### src/inc/sme_map.svh
// Register offsets, bit positions and counts for the standby mode entry link.
// Assumes 8-bit device registers and byte addresses on the host's Avalon-MM side.
`ifndef SME_MAP_SVH
`define SME_MAP_SVH
`define SME_A_FLASH0     4'h0
`define SME_A_FLASH2     4'h1
`define SME_A_CTRL1      4'h2
`define SME_A_CTRL3      4'h3
`define SME_A_PROTECT    4'h4
`define SME_A_VOLT       4'h5
`define SME_A_OSC        4'h6
`define SME_B_REWRITE    1
`define SME_B_LOWCUR     7
`define SME_B_STOP       0
`define SME_B_WAIT       0
`define SME_B_UNLOCK     0
`define SME_B_PWR        0
`define SME_B_STABLE     3
`define SME_RST_BIT      1'b0
`define SME_RST_OSD      2'b00
`define SME_PREFETCH     3'h4
`define SME_AV_CTRL      4'h0
`define SME_AV_STAT      4'h4
`define SME_AV_START     0
`define SME_AV_METH_LO   1
`define SME_AV_SLOW      3
`define SME_AV_LOWSPD    4
`endif

### src/inc/sme_pkg.sv
// Types for the two ends of the standby mode entry link, each type used by one end only.
// Assumes the constants of sme_map.svh alongside.
package sme_pkg;
	typedef enum logic [1:0] {SME_STOP, SME_WAIT_REG, SME_WAIT_INSTR} sme_method_e;
	typedef enum {DEV_RUN, DEV_PREFETCH, DEV_HALTED} sme_dev_state_e;
	typedef enum {CPU_IDLE, CPU_STEP, CPU_FETCH, CPU_SLEEP, CPU_POST1, CPU_POST2} sme_cpu_state_e;
endpackage

### src/inc/sme_if.sv
// Link between the CPU core end and the clock control end.
// Assumes both ends run on one clock.
`timescale 1ns/1ns
interface sme_if;
	logic       reg_wr;
	logic [3:0] reg_addr;
	logic [7:0] reg_wdata;
	logic       int_enable_flag;
	logic       halt_instr;
	logic       fetch_req;
	logic       fetch_grant;
	logic       cpu_halted;
	logic       refused;
	modport cpu (output reg_wr, reg_addr, reg_wdata, int_enable_flag, halt_instr, fetch_req,
		input fetch_grant, cpu_halted, refused);
	modport clk (input reg_wr, reg_addr, reg_wdata, int_enable_flag, halt_instr, fetch_req,
		output fetch_grant, cpu_halted, refused);
endinterface

### src/rtl/sme_clock_ctrl.sv
// Clock control end: mode registers, stop and wait entry, prefetch and CPU clock gate.
// Assumes the CPU end on the same clock; oscillator status arrives from pins.
`timescale 1ns/1ns
`include "sme_map.svh"
module sme_clock_ctrl (
	input  wire logic ref_clk_in,
	input  wire logic rst_in,
	sme_if.clk        link,
	input  wire logic wake_irq_in,
	input  wire logic xin_fast_in,
	input  wire logic xin_stable_in,
	output logic       cpu_clk_en_out,
	output logic       stop_mode_out,
	output logic       wait_mode_out,
	output logic       power_reduce_out,
	output logic [1:0] osd_enable_out,
	output logic       osc_stable_out,
	output logic       osc_stop_det_out
);
	sme_pkg::sme_dev_state_e state;
	sme_pkg::sme_dev_state_e next_state;
	logic       rewrite_en;
	logic       next_rewrite_en;
	logic       lowcur_en;
	logic       next_lowcur_en;
	logic       stop_req;
	logic       next_stop_req;
	logic       wait_req;
	logic       next_wait_req;
	logic       in_wait;
	logic       next_in_wait;
	logic       unlock;
	logic       next_unlock;
	logic       pwr_reduce;
	logic       next_pwr_reduce;
	logic [1:0] osd_en;
	logic [1:0] next_osd_en;
	logic [2:0] fetched;
	logic [2:0] next_fetched;
	logic       refused;
	logic       next_refused;
	logic [1:0] fast_sync;
	logic [1:0] stable_sync;
	logic       next_osc_stable;
	logic       next_osc_stop_det;
	logic       flash_idle;

	// Both flash modes must be off before the core may enter wait
	assign flash_idle = !rewrite_en && !lowcur_en;

	always_comb
	begin
		next_state      = state;
		next_rewrite_en = rewrite_en;
		next_lowcur_en  = lowcur_en;
		next_stop_req   = stop_req;
		next_wait_req   = wait_req;
		next_in_wait    = in_wait;
		next_unlock     = unlock;
		next_pwr_reduce = pwr_reduce;
		next_osd_en     = osd_en;
		next_fetched    = fetched;
		next_refused    = 1'b0;
		if (link.reg_wr)
		begin
			case (link.reg_addr)
				`SME_A_FLASH0:  next_rewrite_en = link.reg_wdata[`SME_B_REWRITE];
				`SME_A_FLASH2:  next_lowcur_en = link.reg_wdata[`SME_B_LOWCUR];
				`SME_A_PROTECT: next_unlock = link.reg_wdata[`SME_B_UNLOCK];
				`SME_A_VOLT:    next_pwr_reduce = link.reg_wdata[`SME_B_PWR];
				`SME_A_OSC:     next_osd_en = link.reg_wdata[1:0];
				`SME_A_CTRL1:
				begin
					// Locked or rewrite still on: the request is dropped
					if (!link.reg_wdata[`SME_B_STOP])
						next_stop_req = 1'b0;
					else if (unlock && !rewrite_en && state == sme_pkg::DEV_RUN)
					begin
						next_stop_req = 1'b1;
						next_state    = sme_pkg::DEV_PREFETCH;
						next_fetched  = 3'h0;
					end
					else
						next_refused = 1'b1;
				end
				`SME_A_CTRL3:
				begin
					if (!link.reg_wdata[`SME_B_WAIT])
						next_wait_req = 1'b0;
					else if (unlock && flash_idle && state == sme_pkg::DEV_RUN)
					begin
						next_wait_req = 1'b1;
						next_in_wait  = 1'b1;
						next_state    = sme_pkg::DEV_PREFETCH;
						next_fetched  = 3'h0;
					end
					else
						next_refused = 1'b1;
				end
				default:
				begin
				end
			endcase
		end
		if (link.halt_instr)
		begin
			if (flash_idle && state == sme_pkg::DEV_RUN)
			begin
				next_in_wait = 1'b1;
				next_state   = sme_pkg::DEV_PREFETCH;
				next_fetched = 3'h0;
			end
			else
				next_refused = 1'b1;
		end
		case (state)
			sme_pkg::DEV_PREFETCH:
			begin
				// The queue takes exactly four more bytes, then the core halts
				if (link.fetch_req)
				begin
					next_fetched = fetched + 3'h1;
					if (fetched + 3'h1 == `SME_PREFETCH)
						next_state = sme_pkg::DEV_HALTED;
				end
			end
			sme_pkg::DEV_HALTED:
			begin
				// A wake interrupt restarts fetch and clears the request bits
				if (wake_irq_in)
				begin
					next_state    = sme_pkg::DEV_RUN;
					next_stop_req = 1'b0;
					next_wait_req = 1'b0;
					next_in_wait  = 1'b0;
				end
			end
			default:
			begin
			end
		endcase
		// Detection cannot work on a slow main clock, so it is held off
		if (!fast_sync[1])
			next_osd_en = `SME_RST_OSD;
	end

	always_ff @(posedge ref_clk_in)
	begin
		if (rst_in)
		begin
			state      <= sme_pkg::DEV_RUN;
			rewrite_en <= `SME_RST_BIT;
			lowcur_en  <= `SME_RST_BIT;
			stop_req   <= `SME_RST_BIT;
			wait_req   <= `SME_RST_BIT;
			in_wait    <= `SME_RST_BIT;
			unlock     <= `SME_RST_BIT;
			pwr_reduce <= `SME_RST_BIT;
			osd_en     <= `SME_RST_OSD;
			fetched    <= 3'h0;
			refused    <= 1'b0;
		end
		else
		begin
			state      <= next_state;
			rewrite_en <= next_rewrite_en;
			lowcur_en  <= next_lowcur_en;
			stop_req   <= next_stop_req;
			wait_req   <= next_wait_req;
			in_wait    <= next_in_wait;
			unlock     <= next_unlock;
			pwr_reduce <= next_pwr_reduce;
			osd_en     <= next_osd_en;
			fetched    <= next_fetched;
			refused    <= next_refused;
		end
	end

	// Stable status only counts when the main clock is fast enough to judge
	always_comb
	begin
		next_osc_stable   = fast_sync[1] && stable_sync[1];
		next_osc_stop_det = fast_sync[1] && (osd_en != 2'b00) && !stable_sync[1];
	end

	always_ff @(posedge ref_clk_in)
	begin
		if (rst_in)
		begin
			fast_sync        <= 2'b00;
			stable_sync      <= 2'b00;
			osc_stable_out   <= 1'b0;
			osc_stop_det_out <= 1'b0;
		end
		else
		begin
			fast_sync        <= {fast_sync[0], xin_fast_in};
			stable_sync      <= {stable_sync[0], xin_stable_in};
			osc_stable_out   <= next_osc_stable;
			osc_stop_det_out <= next_osc_stop_det;
		end
	end

	// Core clock is gated only while halted
	assign cpu_clk_en_out   = (state != sme_pkg::DEV_HALTED);
	assign link.cpu_halted  = (state == sme_pkg::DEV_HALTED);
	assign link.fetch_grant = (state != sme_pkg::DEV_HALTED);
	assign link.refused     = refused;
	assign stop_mode_out    = stop_req;
	assign wait_mode_out    = in_wait;
	// Power reduction takes effect only inside wait
	assign power_reduce_out = pwr_reduce && in_wait && (state == sme_pkg::DEV_HALTED);
	assign osd_enable_out   = osd_en;
endmodule // sme_clock_ctrl

### src/flat_wrapper.sv
// flat-port wrapper written by rule: the top's interface ports become plain ports
module sme_clock_ctrl_flat 
  (ref_clk_in, rst_in, wake_irq_in, xin_fast_in, xin_stable_in, cpu_clk_en_out, stop_mode_out, wait_mode_out, power_reduce_out, osd_enable_out, osc_stable_out, osc_stop_det_out, link_reg_wr, link_reg_addr, link_reg_wdata, link_int_enable_flag, link_halt_instr, link_fetch_req, link_fetch_grant, link_cpu_halted, link_refused);
  sme_if link_i ();
  input  wire logic ref_clk_in;
  input  wire logic rst_in;
  input  wire logic wake_irq_in;
  input  wire logic xin_fast_in;
  input  wire logic xin_stable_in;
  output logic cpu_clk_en_out;
  output logic stop_mode_out;
  output logic wait_mode_out;
  output logic power_reduce_out;
  output logic [1:0] osd_enable_out;
  output logic osc_stable_out;
  output logic osc_stop_det_out;
  input wire logic [$bits(link_i.reg_wr)-1:0] link_reg_wr;
  input wire logic [$bits(link_i.reg_addr)-1:0] link_reg_addr;
  input wire logic [$bits(link_i.reg_wdata)-1:0] link_reg_wdata;
  input wire logic [$bits(link_i.int_enable_flag)-1:0] link_int_enable_flag;
  input wire logic [$bits(link_i.halt_instr)-1:0] link_halt_instr;
  input wire logic [$bits(link_i.fetch_req)-1:0] link_fetch_req;
  output wire logic [$bits(link_i.fetch_grant)-1:0] link_fetch_grant;
  output wire logic [$bits(link_i.cpu_halted)-1:0] link_cpu_halted;
  output wire logic [$bits(link_i.refused)-1:0] link_refused;
  assign link_i.reg_wr = link_reg_wr;
  assign link_i.reg_addr = link_reg_addr;
  assign link_i.reg_wdata = link_reg_wdata;
  assign link_i.int_enable_flag = link_int_enable_flag;
  assign link_i.halt_instr = link_halt_instr;
  assign link_i.fetch_req = link_fetch_req;
  assign link_fetch_grant = link_i.fetch_grant;
  assign link_cpu_halted = link_i.cpu_halted;
  assign link_refused = link_i.refused;
  sme_clock_ctrl u_core (.ref_clk_in(ref_clk_in), .rst_in(rst_in), .link(link_i), .wake_irq_in(wake_irq_in), .xin_fast_in(xin_fast_in), .xin_stable_in(xin_stable_in), .cpu_clk_en_out(cpu_clk_en_out), .stop_mode_out(stop_mode_out), .wait_mode_out(wait_mode_out), .power_reduce_out(power_reduce_out), .osd_enable_out(osd_enable_out), .osc_stable_out(osc_stable_out), .osc_stop_det_out(osc_stop_det_out));
endmodule
### config.mk
export PLATFORM = sky130hd
export DESIGN_NAME = sme_clock_ctrl_flat
export DESIGN_NICKNAME = d
export VERILOG_FILES = /design/src/inc/sme_pkg.sv /design/src/inc/sme_if.sv /design/src/rtl/sme_clock_ctrl.sv /design/src/flat_wrapper.sv
export VERILOG_INCLUDE_DIRS = /design/src /design/src/inc
export SDC_FILE = /design/constraint.sdc
export NUM_CORES = 1
export LEC_CHECK = 0
export BUFFER_PORTS_ARGS = -buffer_cell sky130_fd_sc_hd__buf_2
export CAP_MARGIN = 10
export CORE_ASPECT_RATIO = 1.4
export CORE_MARGIN = 10
export CORE_UTILIZATION = 35
export DETAILED_ROUTE_END_ITERATION = 12
export PLACE_DENSITY_LB_ADDON = 0.25
export SLEW_MARGIN = 0
export SYNTH_ARGS = -nofsm -noshare
export SYNTH_HDL_FRONTEND = slang
export SYNTH_SLANG_ARGS = --single-unit
### constraint.sdc
create_clock -name ref_clk_in -period 2.5 [get_ports ref_clk_in]
set_input_delay 0.5 -clock ref_clk_in [delete_from_list [all_inputs] [get_ports ref_clk_in]]
set_output_delay 0.5 -clock ref_clk_in [all_outputs]
set_load 0.01 [all_outputs]
== After elaboration in Yosys (flattened, before gate mapping) ==
Index checks and enable logic that the tools add are counted.

* $add $sub $neg: 1
* $mul: 0
* Div/mod/pow operators: 0
* Magnitude comparators: 0
* Equal/unequal tests: 11
* Shift-type cells: 0
* Multiplexer cells: 44
* Bitwise operators: 1
* Reduce and logical (&&, ||, !) cells: 23

{| class="wikitable"
|+ Operators by type and width
! operator !! number
|-
| $mux W32 || 10
|-
| $pmux W32 S2 || 2
|-
| $eq A32 B1 Y1 const B || 1
|-
| $eq A32 B2 Y1 const B || 1
|-
| $eq A32 B3 Y1 const B || 1
|-
| $logic_not A32 Y1 || 1
|-
| $ne A32 B3 Y1 const B || 1
|-
| $mux W3 || 9
|-
| $mux W1 || 21
|-
| $eq A4 B3 Y1 const B || 3
|-
| $logic_and A1 B1 Y1 || 11
|-
| $reduce_and A2 Y1 || 5
|-
| $eq A4 B2 Y1 const B || 2
|-
| $pmux W3 S2 || 1
|-
| $eq A4 B1 Y1 const B || 1
|-
| $logic_not A4 Y1 || 1
|-
| $add A3 B1 Y3 const B || 1
|-
| $eq A3 B3 Y1 const B || 1
|-
| $logic_not A1 Y1 || 3
|-
| $pmux W1 S2 || 1
|-
| $reduce_bool A2 Y1 || 1
|-
| $reduce_or A2 Y1 || 1
|-
| $not A1 Y1 || 1
|}

* Register bits after elaboration: 50
* Latch bits: 0
* RAM bits: 0
* Bits in read-only memories: 0
* Input port bits: 21
* Memories: 0

== Depth between registers and ports, before layout ==
* Word-level depth: 13
* Mapped depth: 7

== Worst setup path after synthesis ==
OpenSTA, ideal clock, no wires.

* Kind: reg2out
* Start: register u_core.state[3]
* End: output link_fetch_grant
* Arrival time: 1386 ps
* Data required time: 2000 ps
* Slack: 614 ps
* Stages on the path, launching flop included: 7
* Path buffers: 2
* Path through: dfxtp_1 -> nor4_1 -> and4_1 -> buf_4 -> and3_1 -> inv_1 -> buf_4

* Cells in the longest elaborated chain, start to end: 1

{| class="wikitable"
|+ Ends and longest elaborated chain
! element !! RTL line !! RTL
|-
| from (decl) || sme_clock_ctrl.sv:20 || <nowiki>sme_pkg::sme_dev_state_e state;</nowiki>
|-
| from (signal assigned) || sme_clock_ctrl.sv:151 || <nowiki>state <= sme_pkg::DEV_RUN;</nowiki>
|-
| from (signal assigned) || sme_clock_ctrl.sv:165 || <nowiki>state <= next_state;</nowiki>
|-
| $ne A32 B3 Y1 || -- ||
|-
| to (decl) || flat_wrapper.sv:23 || <nowiki>output wire logic [$bits(link_i.fetch_grant)-1:0] link_fetch_grant;</nowiki>
|}

No other way between the ends.

== Worst setup path in the final report ==
* Start: register u_core.state[12]
* End: output power_reduce_out

* Cells in the longest elaborated chain, start to end: 2

{| class="wikitable"
|+ Ends and longest elaborated chain
! element !! RTL line !! RTL
|-
| $eq A32 B3 Y1 || sme_clock_ctrl.sv:212 || <nowiki>assign power_reduce_out = pwr_reduce && in_wait && (state == sme_pkg::DEV_HALTED);</nowiki>
|-
| $logic_and A1 B1 Y1 || sme_clock_ctrl.sv:212 ||
|-
| to (decl) || flat_wrapper.sv:13 || <nowiki>output logic power_reduce_out;</nowiki>
|}

No other way between the ends.

==> results.cfg <==
[sta]
period_share = 0.919
rsz0062_at_grt = false
finClkSkew_ns = 0.00692
hold_viol = 0
fin_crit_ns = 2.30
fmax_mhz = 435
final_max_slew_viol_count = 0
setup_violations = 0
worst_pin_slew_ns = 0.532
finalSetupTns_ns = 0
slew_headroom = 0.643

[placement]
port_buffers = 25
gp_congestion = 0.764
dpl_cell_area_mm2 = 0.00208
hpwl_um = 2640
dpl.cell_count = 268

[clock_tree]
cts_buffer_depth = 2
htreeDepth = 2
cts_resized = 0
cts_setup_buffers = 0
clkSinkCount = 50
ctsHoldBuffers = 0
cts_tree = done
path_clk_slew_ns = 0.09
cts-buffers-inserted = 5
root_buffer = clkbuf_8
clk_latency_ns = 0.30

[worst_setup_path]
cp.depth = 5
worst_setup_path_end_kind = output pin
cp_max_fo = 6
critPathTopFamily = simple AND/OR/NAND/NOR gates
crit_path_end = power_reduce_out
crit_start = u_core.state[12]
reg2reg_to = u_core.state[3]
crit_required_ns = 2.00
crit_arrival_ns = 1.80
cp-start-kind = flop
max_stage_delay_ns = 0.35
rr_startpoint = u_core.state[27]
reg2reg_slack_ns = 0.79
crit_type = flop to output pin
crit_path_cell_trace = nor4_2 > and4_1 > and3_1 > and3_1 > buf_2
ff2ff_path_depth = 6
path_buf_inv = 1
crit_path_top_delay_cell = and4_1
critPathMostFrequentCell = and3_1

[detailed_routing]
viasPerCell = 4.87
drt_iter0_drc = 58
routedWlPerCell_um = 13.2
drt_pass1_iterations = 4
wirelength_um = 3640
vias = 1345
ant_nets = 0
drc_errors = 0

[hold_path]
worstHoldPathCells = 2
worstHoldStart = xin_stable_in
min-delay-path-class = primary input to flop

[finish]
diodes = 0
stdcell_count = 276
final_layout_size_suffix_gt1_frac = 0.190
final_nets = 232
synthToLayoutAreaGrowth_pct = 14.8
utilization = 0.418
fillCellCount = 521
fin_area_mm2 = 0.00219

[yosys]
yosysSeqAreaShare = 0.525
avgSynthCellArea_um2 = 10.3
async_flop_share = 0
post-synth-top-count-cell = dfxtp_1
yosysTopAreaCellShare = 0.525
ys_seq_elements = 50
synth_area_leaders = dfxtp_1 52%, and2_1 9.8%, mux2i_1 3.1%, nor2_1 2.6%, nor4_2 2.0%
synth_cell_types = 42
syn_area_mm2 = 0.00191
synth_flop_cell = dfxtp_1
synth-edff-count = 0
ys_warn_count = 0
syn_inst = 185
synth_fp_nets = 208
synth_area_leader_cell = dfxtp_1
yosys-top-cells-count = 50 x dfxtp_1, 30 x and2_1, 13 x nor2_1, 6 x mux2i_1

[power]
worst_ir_drop_vdd_uv = 358
p_leak_uw = 0.000884
power_density_mw_per_mm2 = 657

[floorplan]
core_area_mm2 = 0.00524
start_util = 0.364
die_height_um = 107
rows = 31
die-area_mm2 = 0.00884
die_x_um = 82.4
io_pins = 32

[global_route]
grt-ovfl-total = 0
grt_pass1_vias = 1346
track_usage = 0.0890
grt_max_degree = 31
grt_pass1_wl_um = 6280
antenna_found_initial = 0

[run_status]
outcome = finished, final reports clean

[job]
drv_cap = 0
## cells in the final DEF, fill, tap and decap left out, types with 4 or more instances in the layout
| cell type | instances |
|---|---|
| buf_2 | 25 |
| dfxtp_1 | 50 |
| nor3_1 | 5 |
| clkbuf_8 | 5 |
| nor2_1 | 13 |
| nor4_1 | 5 |
| nand2b_1 | 5 |
| inv_1 | 4 |
| and2_1 | 30 |
| nor2b_1 | 5 |
| nand2_1 | 5 |
| mux2i_1 | 6 |
## area by class of cell
| type | count | area (um^2) | share of cell area |
|---|---|---|---|
| tap | 66 | 82.6 | 0.0377 |
| sequential | 50 | 1000 | 0.457 |
| inverter | 4 | 15.0 | 0.00686 |
| clock buffer | 6 | 72.6 | 0.0332 |
| clock inverter | 2 | 37.5 | 0.0172 |
| timing repair buffer | 27 | 140 | 0.0640 |
| multi-input combinational | 121 | 840 | 0.384 |
## metal layers
metal  global-route usage  wire [um]  vias up
met2                0.144       1690       24
met3               0.0318        246        8
met4               0.0366         63        0
li1                     -          -      697
met1                0.102       1640      616
met5                    0          0        -
## cells by family after synthesis
group                    Yosys count  synth area share
flip-flops                        50             0.525
buffers and inverters             14            0.0348
multiplexers                       6            0.0315
AND/OR/NAND/NOR                   95             0.316
AO/OA/AOI/OAI                     18            0.0794
adder cells (fa/ha/maj)            2            0.0131
## registers in the layout, indices dropped and copies added (netlist names)
signal and count:
u_core.osc_stop_det_out 1, u_core.fetched 3, u_core.state 32, u_core.lowcur_en 1, u_core.stable_sync 2, u_core.osc_stable_out 1, u_core.pwr_reduce 1, u_core.wait_mode_out 1
u_core.link.refused 1, u_core.fast_sync 2, u_core.rewrite_en 1, u_core.stop_mode_out 1, u_core.osd_enable_out 2, u_core.unlock 1
## stage by stage
step	total power, uW	hold slack, ns	worst slack [ns]
finish	1440	0.405	0.203
global placement	901	0.420	0.522
CTS	1460	0.399	0.160
detailed placement	901	0.423	0.516
global route	1510	0.401	0.00596
floorplan	874	0.400	0.614
## how the worst min path moves through the flow
stage / to / slack (ns)
after floorplan: u_core.osc_stop_det_out / 0.40
after global placement: u_core.stable_sync[1] / 0.42
after detailed placement: u_core.osc_stop_det_out / 0.42
after CTS: u_core.stable_sync[0] / 0.40
after global routing: u_core.fast_sync[0] / 0.40
final: u_core.stable_sync[0] / 0.41
## power by group
group	leakage (uW)	internal [uW]	switching (uW)
registers	0.000404	804	6.48
clock network	0.0000514	298	257
logic	0.000429	31.4	40.2
Note: power is estimated with default switching activity, not from simulation.
